File: config.mk
export PLATFORM = sky130hd
export DESIGN_NAME = pcie_port_pm_msi_cap_regs
export DESIGN_NICKNAME = d
export VERILOG_FILES = /design/src/rtl/pm_msi_pkg.sv /design/src/rtl/wake_msg_forwarder.sv /design/src/rtl/pcie_port_pm_msi_cap_regs.sv
export SDC_FILE = /design/constraint.sdc
export NUM_CORES = 1
export LEC_CHECK = 0
export BUFFER_PORTS_ARGS = -buffer_cell sky130_fd_sc_hd__buf_2
export CAP_MARGIN = 20
export CORE_AREA = 5 5 330 332
export CTS_CLUSTER_DIAMETER = 30
export DETAILED_ROUTE_END_ITERATION = 6
export DIE_AREA = 0 0 335 337
export GPL_TIMING_DRIVEN = 0
export SLEW_MARGIN = 20
export SYNTH_ARGS = -nofsm -noshare
export SYNTH_HDL_FRONTEND = slang
export SYNTH_SLANG_ARGS = --single-unit
File: constraint.sdc
create_clock -name clock -period 5.2 [get_ports clock]
set_input_delay 0.78 -clock clock [delete_from_list [all_inputs] [get_ports clock]]
set_output_delay 0.78 -clock clock [all_outputs]
set_load 0.05 [all_outputs]
File: src/rtl/pm_msi_pkg.sv
// Constants, field layout and carriers for the per-port power-management and
// MSI capability header registers. Assumes a configuration access port
// on the core clock and PME messages arriving from each port's link logic.
// Function
// - The top byte of the status/control word is read-only and shows the entry picked by the selector.
// - The bus power/clock control enable bit and the deep bus state support bit always read as zero.
// - The wake event flag is sticky across ordinary reset; writing one clears it, writing zero keeps it.
// - As a root port the block never sets the wake event flag by itself.
// - With the sticky forward enable set, link PME messages go on to the core; with it clear they are dropped.
// - Each port 1 to 7, function 0, has its own status/control word at bytes 54h to 57h.
// - Byte 58h returns the MSI capability identifier 05h and cannot be written.
// - Byte 59h returns the next pointer 6Ch and cannot be written.
// - To ask for service the block issues a memory write whose address picks the target and data carries the message.
// - The power-management capability header carries next pointer 58h so the MSI capability follows it.
package pm_msi_pkg;

  // Port population
  localparam int NUM_PORTS  = 7;
  localparam int FIRST_PORT = 1;

  // Configuration byte offsets
  localparam logic [7:0] PM_CAP_OFFSET   = 8'h50;
  localparam logic [7:0] PMSC_OFFSET     = 8'h54;
  localparam logic [7:0] MSI_CAP_OFFSET  = 8'h58;
  localparam logic [7:0] MSI_NEXT_OFFSET = 8'h59;

  // Field positions inside the status/control word
  localparam int POWER_STATE_LSB = 0;
  localparam int ENABLE_BIT      = 8;
  localparam int SEL_LSB         = 9;
  localparam int SCALE_LSB       = 13;
  localparam int FLAG_BIT        = 15;
  localparam int DEEP_BIT        = 22;
  localparam int BPCC_BIT        = 23;
  localparam int READOUT_LSB     = 24;

  // Fixed capability values
  localparam logic [7:0] MSI_CAP_ID   = 8'h05;
  localparam logic [7:0] MSI_NEXT_PTR = 8'h6c;
  localparam logic [7:0] PM_CAP_ID    = 8'h01;
  localparam logic [7:0] PM_NEXT_PTR  = 8'h58;
  localparam logic [1:0] SCALE_VALUE  = 2'h0;
  localparam logic       BPCC_VALUE   = 1'b0;
  localparam logic       DEEP_VALUE   = 1'b0;

  // Reset values
  localparam logic [1:0] POWER_STATE_RESET = 2'h0;
  localparam logic [3:0] SEL_RESET         = 4'h0;
  localparam logic       FLAG_RESET        = 1'b0;
  localparam logic       ENABLE_RESET      = 1'b0;

  // Readout byte for each selector value
  localparam logic [15:0][7:0] READOUT_TABLE = {16{8'h00}};

  // One configuration access
  typedef struct packed {
    logic        write;
    logic [4:0]  dev;
    logic [2:0]  func;
    logic [5:0]  dword;
    logic [3:0]  byte_en;
    logic [31:0] wdata;
  } cfg_req_t;

  // One MSI memory write
  typedef struct packed {
    logic [31:0] addr;
    logic [31:0] data;
  } msi_write_t;

endpackage

File: src/rtl/wake_msg_forwarder.sv
// One-entry forwarder from a port's link PME message stream to the core.
// Assumes link and core logic on the same clock with valid/ready handshakes.
`timescale 1ns/1ps
module wake_msg_forwarder (
  // Clock and reset
  input  wire logic        clock,
  input  wire logic        resetn,
  // Control
  input  wire logic        forward_enable,
  // Link side
  input  wire logic        link_valid,
  output logic             link_ready,
  input  wire logic [15:0] link_msg,
  // Core side
  output logic             core_valid,
  input  wire logic        core_ready,
  output logic [15:0]      core_msg
);

  logic        full_q;
  logic [15:0] msg_q;
  logic        take;

  // Drain frees the slot in the same cycle
  assign link_ready = !full_q || core_ready;
  assign take       = link_valid && link_ready;
  assign core_valid = full_q;
  assign core_msg   = msg_q;

  // Holding slot; disabled messages are accepted and dropped
  always_ff @(posedge clock or negedge resetn) begin
    if (!resetn) begin
      full_q <= 1'b0;
    end else if (take && forward_enable) begin
      full_q <= 1'b1;
    end else if (core_ready) begin
      full_q <= 1'b0;
    end
  end

  // Message payload
  always_ff @(posedge clock or negedge resetn) begin
    if (!resetn) begin
      msg_q <= 16'h0000;
    end else if (take && forward_enable) begin
      msg_q <= link_msg;
    end
  end

endmodule // wake_msg_forwarder

File: src/rtl/pcie_port_pm_msi_cap_regs.sv
// Power-management status/control word and MSI capability header, one copy per
// root port 1..7 at function 0, plus PME forwarding and MSI write issue.
// Assumes a configuration access port and a separate sticky (power-good) reset.
`timescale 1ns/1ps
module pcie_port_pm_msi_cap_regs (
  // Clock and resets
  input  wire logic                                   clock,
  input  wire logic                                   resetn,
  input  wire logic                                   sticky_resetn,
  // Configuration access
  input  wire logic                                   cfg_valid,
  input  wire pm_msi_pkg::cfg_req_t                   cfg_req,
  output logic                                        cfg_ack,
  output logic [31:0]                                 cfg_rdata,
  // PME messages from each port's link
  input  wire logic [pm_msi_pkg::NUM_PORTS-1:0]       link_pme_valid,
  output logic [pm_msi_pkg::NUM_PORTS-1:0]            link_pme_ready,
  input  wire logic [pm_msi_pkg::NUM_PORTS-1:0][15:0] link_pme_msg,
  // PME messages to the core
  output logic [pm_msi_pkg::NUM_PORTS-1:0]            core_pme_valid,
  input  wire logic [pm_msi_pkg::NUM_PORTS-1:0]       core_pme_ready,
  output logic [pm_msi_pkg::NUM_PORTS-1:0][15:0]      core_pme_msg,
  // Service requests and their MSI targets
  input  wire logic [pm_msi_pkg::NUM_PORTS-1:0]       svc_request,
  input  wire pm_msi_pkg::msi_write_t [pm_msi_pkg::NUM_PORTS-1:0] svc_target,
  // MSI memory write out
  output logic                                        msi_valid,
  input  wire logic                                   msi_ready,
  output pm_msi_pkg::msi_write_t                      msi_write
);

  localparam int NP = pm_msi_pkg::NUM_PORTS;

  // Per-port state
  logic [NP-1:0][1:0] power_state_q;
  logic [NP-1:0][3:0] sel_q;
  logic [NP-1:0]      flag_q;
  logic [NP-1:0]      enable_q;
  logic [NP-1:0]      port_hit;
  logic [NP-1:0]      pmsc_wr;
  logic [NP-1:0][31:0] pmsc_word;

  // Per-port byte-lane write strobes
  logic [NP-1:0]      low_wr;
  logic [NP-1:0]      ctl_wr;
  logic [NP-1:0]      flag_clr;

  // Access decode shared by all ports
  logic       func_ok;
  logic [7:0] byte_addr;
  logic       is_pm_hdr;
  logic       is_pmsc;
  logic       is_msi_hdr;

  assign func_ok    = (cfg_req.func == 3'h0);
  assign byte_addr  = {cfg_req.dword, 2'b00};
  assign is_pm_hdr  = (byte_addr == pm_msi_pkg::PM_CAP_OFFSET);
  assign is_pmsc    = (byte_addr == pm_msi_pkg::PMSC_OFFSET);
  assign is_msi_hdr = (byte_addr == pm_msi_pkg::MSI_CAP_OFFSET);

  // One register copy and one forwarder per root port
  genvar gi;
  generate
    for (gi = 0; gi < NP; gi++) begin : g_port
      // Device number of this port
      assign port_hit[gi] = cfg_valid && func_ok &&
                            (cfg_req.dev == 5'(gi + pm_msi_pkg::FIRST_PORT));
      assign pmsc_wr[gi]  = port_hit[gi] && cfg_req.write && is_pmsc;

      // Lane 0 holds the power state, lane 1 the control and flag bits
      assign low_wr[gi]   = pmsc_wr[gi] && cfg_req.byte_en[0];
      assign ctl_wr[gi]   = pmsc_wr[gi] && cfg_req.byte_en[1];
      assign flag_clr[gi] = ctl_wr[gi] && cfg_req.wdata[pm_msi_pkg::FLAG_BIT];

      // Power state, ordinary reset
      always_ff @(posedge clock or negedge resetn) begin
        if (!resetn) begin
          power_state_q[gi] <= pm_msi_pkg::POWER_STATE_RESET;
        end else if (low_wr[gi]) begin
          power_state_q[gi] <= cfg_req.wdata[pm_msi_pkg::POWER_STATE_LSB +: 2];
        end
      end

      // Readout selector, ordinary reset
      always_ff @(posedge clock or negedge resetn) begin
        if (!resetn) begin
          sel_q[gi] <= pm_msi_pkg::SEL_RESET;
        end else if (ctl_wr[gi]) begin
          sel_q[gi] <= cfg_req.wdata[pm_msi_pkg::SEL_LSB +: 4];
        end
      end

      // Wake event flag: sticky, write-one-to-clear, no hardware set
      always_ff @(posedge clock or negedge sticky_resetn) begin
        if (!sticky_resetn) begin
          flag_q[gi] <= pm_msi_pkg::FLAG_RESET;
        end else if (flag_clr[gi]) begin
          flag_q[gi] <= 1'b0;
        end
      end

      // Forward enable: sticky, software writable
      always_ff @(posedge clock or negedge sticky_resetn) begin
        if (!sticky_resetn) begin
          enable_q[gi] <= pm_msi_pkg::ENABLE_RESET;
        end else if (ctl_wr[gi]) begin
          enable_q[gi] <= cfg_req.wdata[pm_msi_pkg::ENABLE_BIT];
        end
      end

      // Read image of the status/control word
      always_comb begin
        pmsc_word[gi] = 32'h0000_0000;
        pmsc_word[gi][pm_msi_pkg::READOUT_LSB +: 8] =
          pm_msi_pkg::READOUT_TABLE[sel_q[gi]];
        pmsc_word[gi][pm_msi_pkg::BPCC_BIT]  = pm_msi_pkg::BPCC_VALUE;
        pmsc_word[gi][pm_msi_pkg::DEEP_BIT]  = pm_msi_pkg::DEEP_VALUE;
        pmsc_word[gi][pm_msi_pkg::FLAG_BIT]  = flag_q[gi];
        pmsc_word[gi][pm_msi_pkg::SCALE_LSB +: 2] = pm_msi_pkg::SCALE_VALUE;
        pmsc_word[gi][pm_msi_pkg::SEL_LSB +: 4]   = sel_q[gi];
        pmsc_word[gi][pm_msi_pkg::ENABLE_BIT]     = enable_q[gi];
        pmsc_word[gi][pm_msi_pkg::POWER_STATE_LSB +: 2] = power_state_q[gi];
      end

      // Link PME forwarding gated by the enable
      wake_msg_forwarder u_fwd (
        .clock          (clock),
        .resetn         (resetn),
        .forward_enable (enable_q[gi]),
        .link_valid     (link_pme_valid[gi]),
        .link_ready     (link_pme_ready[gi]),
        .link_msg       (link_pme_msg[gi]),
        .core_valid     (core_pme_valid[gi]),
        .core_ready     (core_pme_ready[gi]),
        .core_msg       (core_pme_msg[gi])
      );
    end
  endgenerate

  // Read data selection for the addressed port
  logic [31:0] rdata_d;
  always_comb begin
    rdata_d = 32'h0000_0000;
    for (int i = 0; i < NP; i++) begin
      if (port_hit[i] && !cfg_req.write) begin
        if (is_pm_hdr) begin
          rdata_d = {16'h0000, pm_msi_pkg::PM_NEXT_PTR, pm_msi_pkg::PM_CAP_ID};
        end else if (is_pmsc) begin
          rdata_d = pmsc_word[i];
        end else if (is_msi_hdr) begin
          rdata_d = {16'h0000, pm_msi_pkg::MSI_NEXT_PTR, pm_msi_pkg::MSI_CAP_ID};
        end
      end
    end
  end

  // Access answer one cycle after every request, mapped or not
  always_ff @(posedge clock or negedge resetn) begin
    if (!resetn) begin
      cfg_ack <= 1'b0;
    end else begin
      cfg_ack <= cfg_valid;
    end
  end

  // Read data, zero for writes and unmapped places
  always_ff @(posedge clock or negedge resetn) begin
    if (!resetn) begin
      cfg_rdata <= 32'h0000_0000;
    end else begin
      cfg_rdata <= rdata_d;
    end
  end

  // Service request pending bits and lowest-port pick
  logic [NP-1:0] pending_q;
  logic [NP-1:0] grant;
  logic          load;

  // Lowest-numbered pending port wins
  always_comb begin
    grant = '0;
    for (int i = NP - 1; i >= 0; i--) begin
      if (pending_q[i]) begin
        grant = '0;
        grant[i] = 1'b1;
      end
    end
  end

  // Output slot empty or draining this cycle
  assign load = (|pending_q) && (!msi_valid || msi_ready);

  // New request wins over the clear of a granted bit
  always_ff @(posedge clock or negedge resetn) begin
    if (!resetn) begin
      pending_q <= '0;
    end else begin
      pending_q <= (pending_q & ~(load ? grant : '0)) | svc_request;
    end
  end

  // MSI write output register
  always_ff @(posedge clock or negedge resetn) begin
    if (!resetn) begin
      msi_valid <= 1'b0;
    end else if (load) begin
      msi_valid <= 1'b1;
    end else if (msi_ready) begin
      msi_valid <= 1'b0;
    end
  end

  // Target address and message data of the granted port
  always_ff @(posedge clock or negedge resetn) begin
    if (!resetn) begin
      msi_write <= '0;
    end else if (load) begin
      for (int i = 0; i < NP; i++) begin
        if (grant[i]) begin
          msi_write <= svc_target[i];
        end
      end
    end
  end

endmodule // pcie_port_pm_msi_cap_regs

==> impl_results.md <==
* Post-route DRC at 0
* 1st-iter DRT viols at 1066
* Met2 Usage GRT at 24.9%
* CTS tree: built
* Fill cells at 11797
* Vert. Die Dim at 337 um
* Share of cells above drive strength 1 at 53.7%
* Yosys reg bits at 250
* CP startpoint kind: flip-flop
* Maximum number of pins on one net before global-route repair at 88
* Family with the most delay on the worst path: buffers and inverters
* Max IR drop VDD at 0.000211 V
* Final Power at 7.80 mW
* DP HPWL at 76.7 mm
* Number of buffers added on ports at 810
* Cell Chain, Critical Path: nor3_2 -> and2_1 -> clkbuf_1 -> clkbuf_1 -> a211oi_1 -> a211oi_1 -> o21ai_0
* RSZ-0062 raised after global routing: false
* Register area at 0.00626 sq mm
* I/O pins at 861
* WL final at 90.7 mm
* # nets final at 2753
* CORE AREA at 0.106 sq mm
* Post-route ant nets at 0
* Fin crit share at 63.8%
* Fraction of registers with async set/reset at 100%
* Vias in the first global route at 15083
* Cells after Synth at 1204
* PostCTS Resize Cnt at 0
* Met1 usage at 16.9%
* Fmax at 0.301 GHz
* Initial antenna violation count at 63
* CTS Buf Count at 76
* # Post-CTS Setup Buffers at 0
* Critical Path Sink Type: flip-flop
* Initial core utilization at 12.5%
* Worst skew pair latency at 0.61 ns
* Outcome: completed
* Fin. Hold Viols at 0
* Hold Buf Count CTS at 1
* Top FF cell, synth: dfrtp_1
* Layout area overhead at 64.9%
* Kind of critical path: flip-flop to flip-flop
* Largest stage delay, worst path at 0.74 ns
* Row cnt at 120
* Final setup fails at 0
* Avg WL per Cell at 25.2 um
* Mapped Area at 0.0133 sq mm
* Met3 global-route usage at 5.94%
* Max-slew violation count at 0
* # clock sinks at 250
* Max Fanout on Critical Path at 10
* Die area at 0.113 sq mm
* Clock Skew at 0.0309 ns
* Seq/Total Area, Yosys at 47.1%
* Worst Tran Pin Value at 0.992 ns
* Critical Path Slowest Stage Cell: clkbuf_1
* DP Cell Count at 3440
* Hold WC Path Type: input port to async pin
* Worst Path Buf+Inv at 2
* Minimum clock period at 3.32 ns
* Clk buf depth at 3
* EDFF count, synth at 0
* Multi-input gate area at 0.00640 sq mm
* Max Cap Viol at 0
* Mapped Avg Cell Area at 11.0 sq um
* First-pass GRT wire length at 119 mm
* Power Dens Cells at 356 mW/mm^2
* Crit path arrival time at 3.78 ns
* GRT Residual Overflow at 0
* GRT busiest layer: met2
* Pre-antenna DRT Iters at 5
* H-tree levels at 3
* Yosys cell types at 53
* DR vias/cell at 4.07
* Clock slew at reported path FFs at 0.04 ns
* CP required at 5.66 ns
* Vias at 14680
* Cell Count, Final, Fillers Out at 3607
* Total GRT Usage at 15.1%
* CTS Root Cell: clkbuf_16
* Placer Congestion at 0.960
* Chip Width at 335 um
* Synth warn at 0
* Slew HR at 33.9%
* Pleak at 10.8 nW
-- layout by cell type (no fill, tap or decap), types with 18 or more instances in the layout --
master	synthesis	final
diode_2	0	29
mux2i_1	71	71
mux2_2	164	164
buf_4	37	37
nand2_1	24	24
buf_2	13	822
nand2b_1	18	18
nor2_1	79	79
o221ai_1	68	68
a22oi_1	70	70
clkbuf_16	0	79
clkbuf_1	78	84
conb_1	1	22
dfrtp_1	250	250
o21ai_0	64	64
a211oi_1	128	128
-- layer usage --
| layer | vias to the layer above | routed length, um |
|---|---|---|
| met4 | 16 | 4720 |
| met3 | 222 | 10400 |
| li1 | 6468 | - |
| met5 | - | 99 |
| met1 | 7043 | 32100 |
| met2 | 931 | 43400 |
-- cell usage after synthesis (18+ instances only) --
cell        n  share of area (%)
nor2_1     79                2.2
dfrtp_1   250                 47
o221ai_1   68                4.5
o21ai_0    64                2.4
clkbuf_1   78                2.2
nand2_1    24               0.68
mux2i_1    71                5.4
a211oi_1  128                7.2
buf_4      37                2.1
mux2_2    164                 14
nand2b_1   18               0.85
a22oi_1    70                4.0
-- report_power, final --
group / leakage, nW / total (mW) / switching, mW / internal (mW)
clock: 1.25 / 4.61 / 1.40 / 3.21
sequential: 3.33 / 2.07 / 0.0493 / 2.02
combinational: 6.25 / 1.11 / 0.747 / 0.367
-- state kept, by name, indices dropped and copies added, names as in the netlist --
name and count:
g_port.u_fwd.core_msg 112, enable_q 7, cfg_rdata 9, pmsc_word 42, pending_q 7, msi_write 64
cfg_ack 1, msi_valid 1, g_port.u_fwd.core_valid 7
-- final timing paths --
path | slack, ns | from | cells past startpoint | end
min in group clock | 0.32 | cfg_valid | 1 | cfg_ack
max | 1.88 | pending_q[1] | 7 | msi_write[54]
min reg2reg | 0.50 | g_port[4].u_fwd.core_msg[13] | 1 | g_port[4].u_fwd.core_msg[13]
min | 0.15 | resetn | 1 | cfg_ack
max in group asynchronous | 4.03 | resetn | 2 | msi_write[40]
max reg2reg | 1.88 | pending_q[1] | 7 | msi_write[54]
-- cell type report --
class,instances,area share (%)
clock buffer,101,9.96
buffer,142,3.17
tap,1403,8.02
multi-input combinational,832,29.3
timing repair buffer,813,18.9
inverter,1,0.0172
clock inverter,36,1.79
sequential,250,28.6
antenna,29,0.332
-- per-stage QoR --
stage | hold slack [ns] | instance area, sq um | utilization [%] | worst slack (ns) | TNS (ns)
2_1_floorplan | 0.450 | 13300 | - | 2.80 | 0
3_3_place_gp | 0.479 | 19200 | 18.1 | -1.76 | -403.05
3_5_place_dp | 0.488 | 19200 | 18.1 | 1.69 | 0
4_1_cts | 0.119 | 21800 | 20.6 | 1.69 | 0
5_1_grt | 0.167 | 21800 | 20.6 | 1.58 | 0
6_report | 0.146 | 21900 | 20.6 | 1.88 | 0
-- cells by family after synthesis --
| logic type | after synthesis | share of synthesized area, % |
|---|---|---|
| AOI/OAI and AO/OA | 378 | 20.5 |
| buffers and inverters | 143 | 5.21 |
| DFF | 250 | 47.1 |
| muxes | 235 | 19.3 |
| other | 1 | 0.0283 |
| and+or+nand+nor | 197 | 7.82 |
Note: power is estimated with default switching activity, not from simulation.
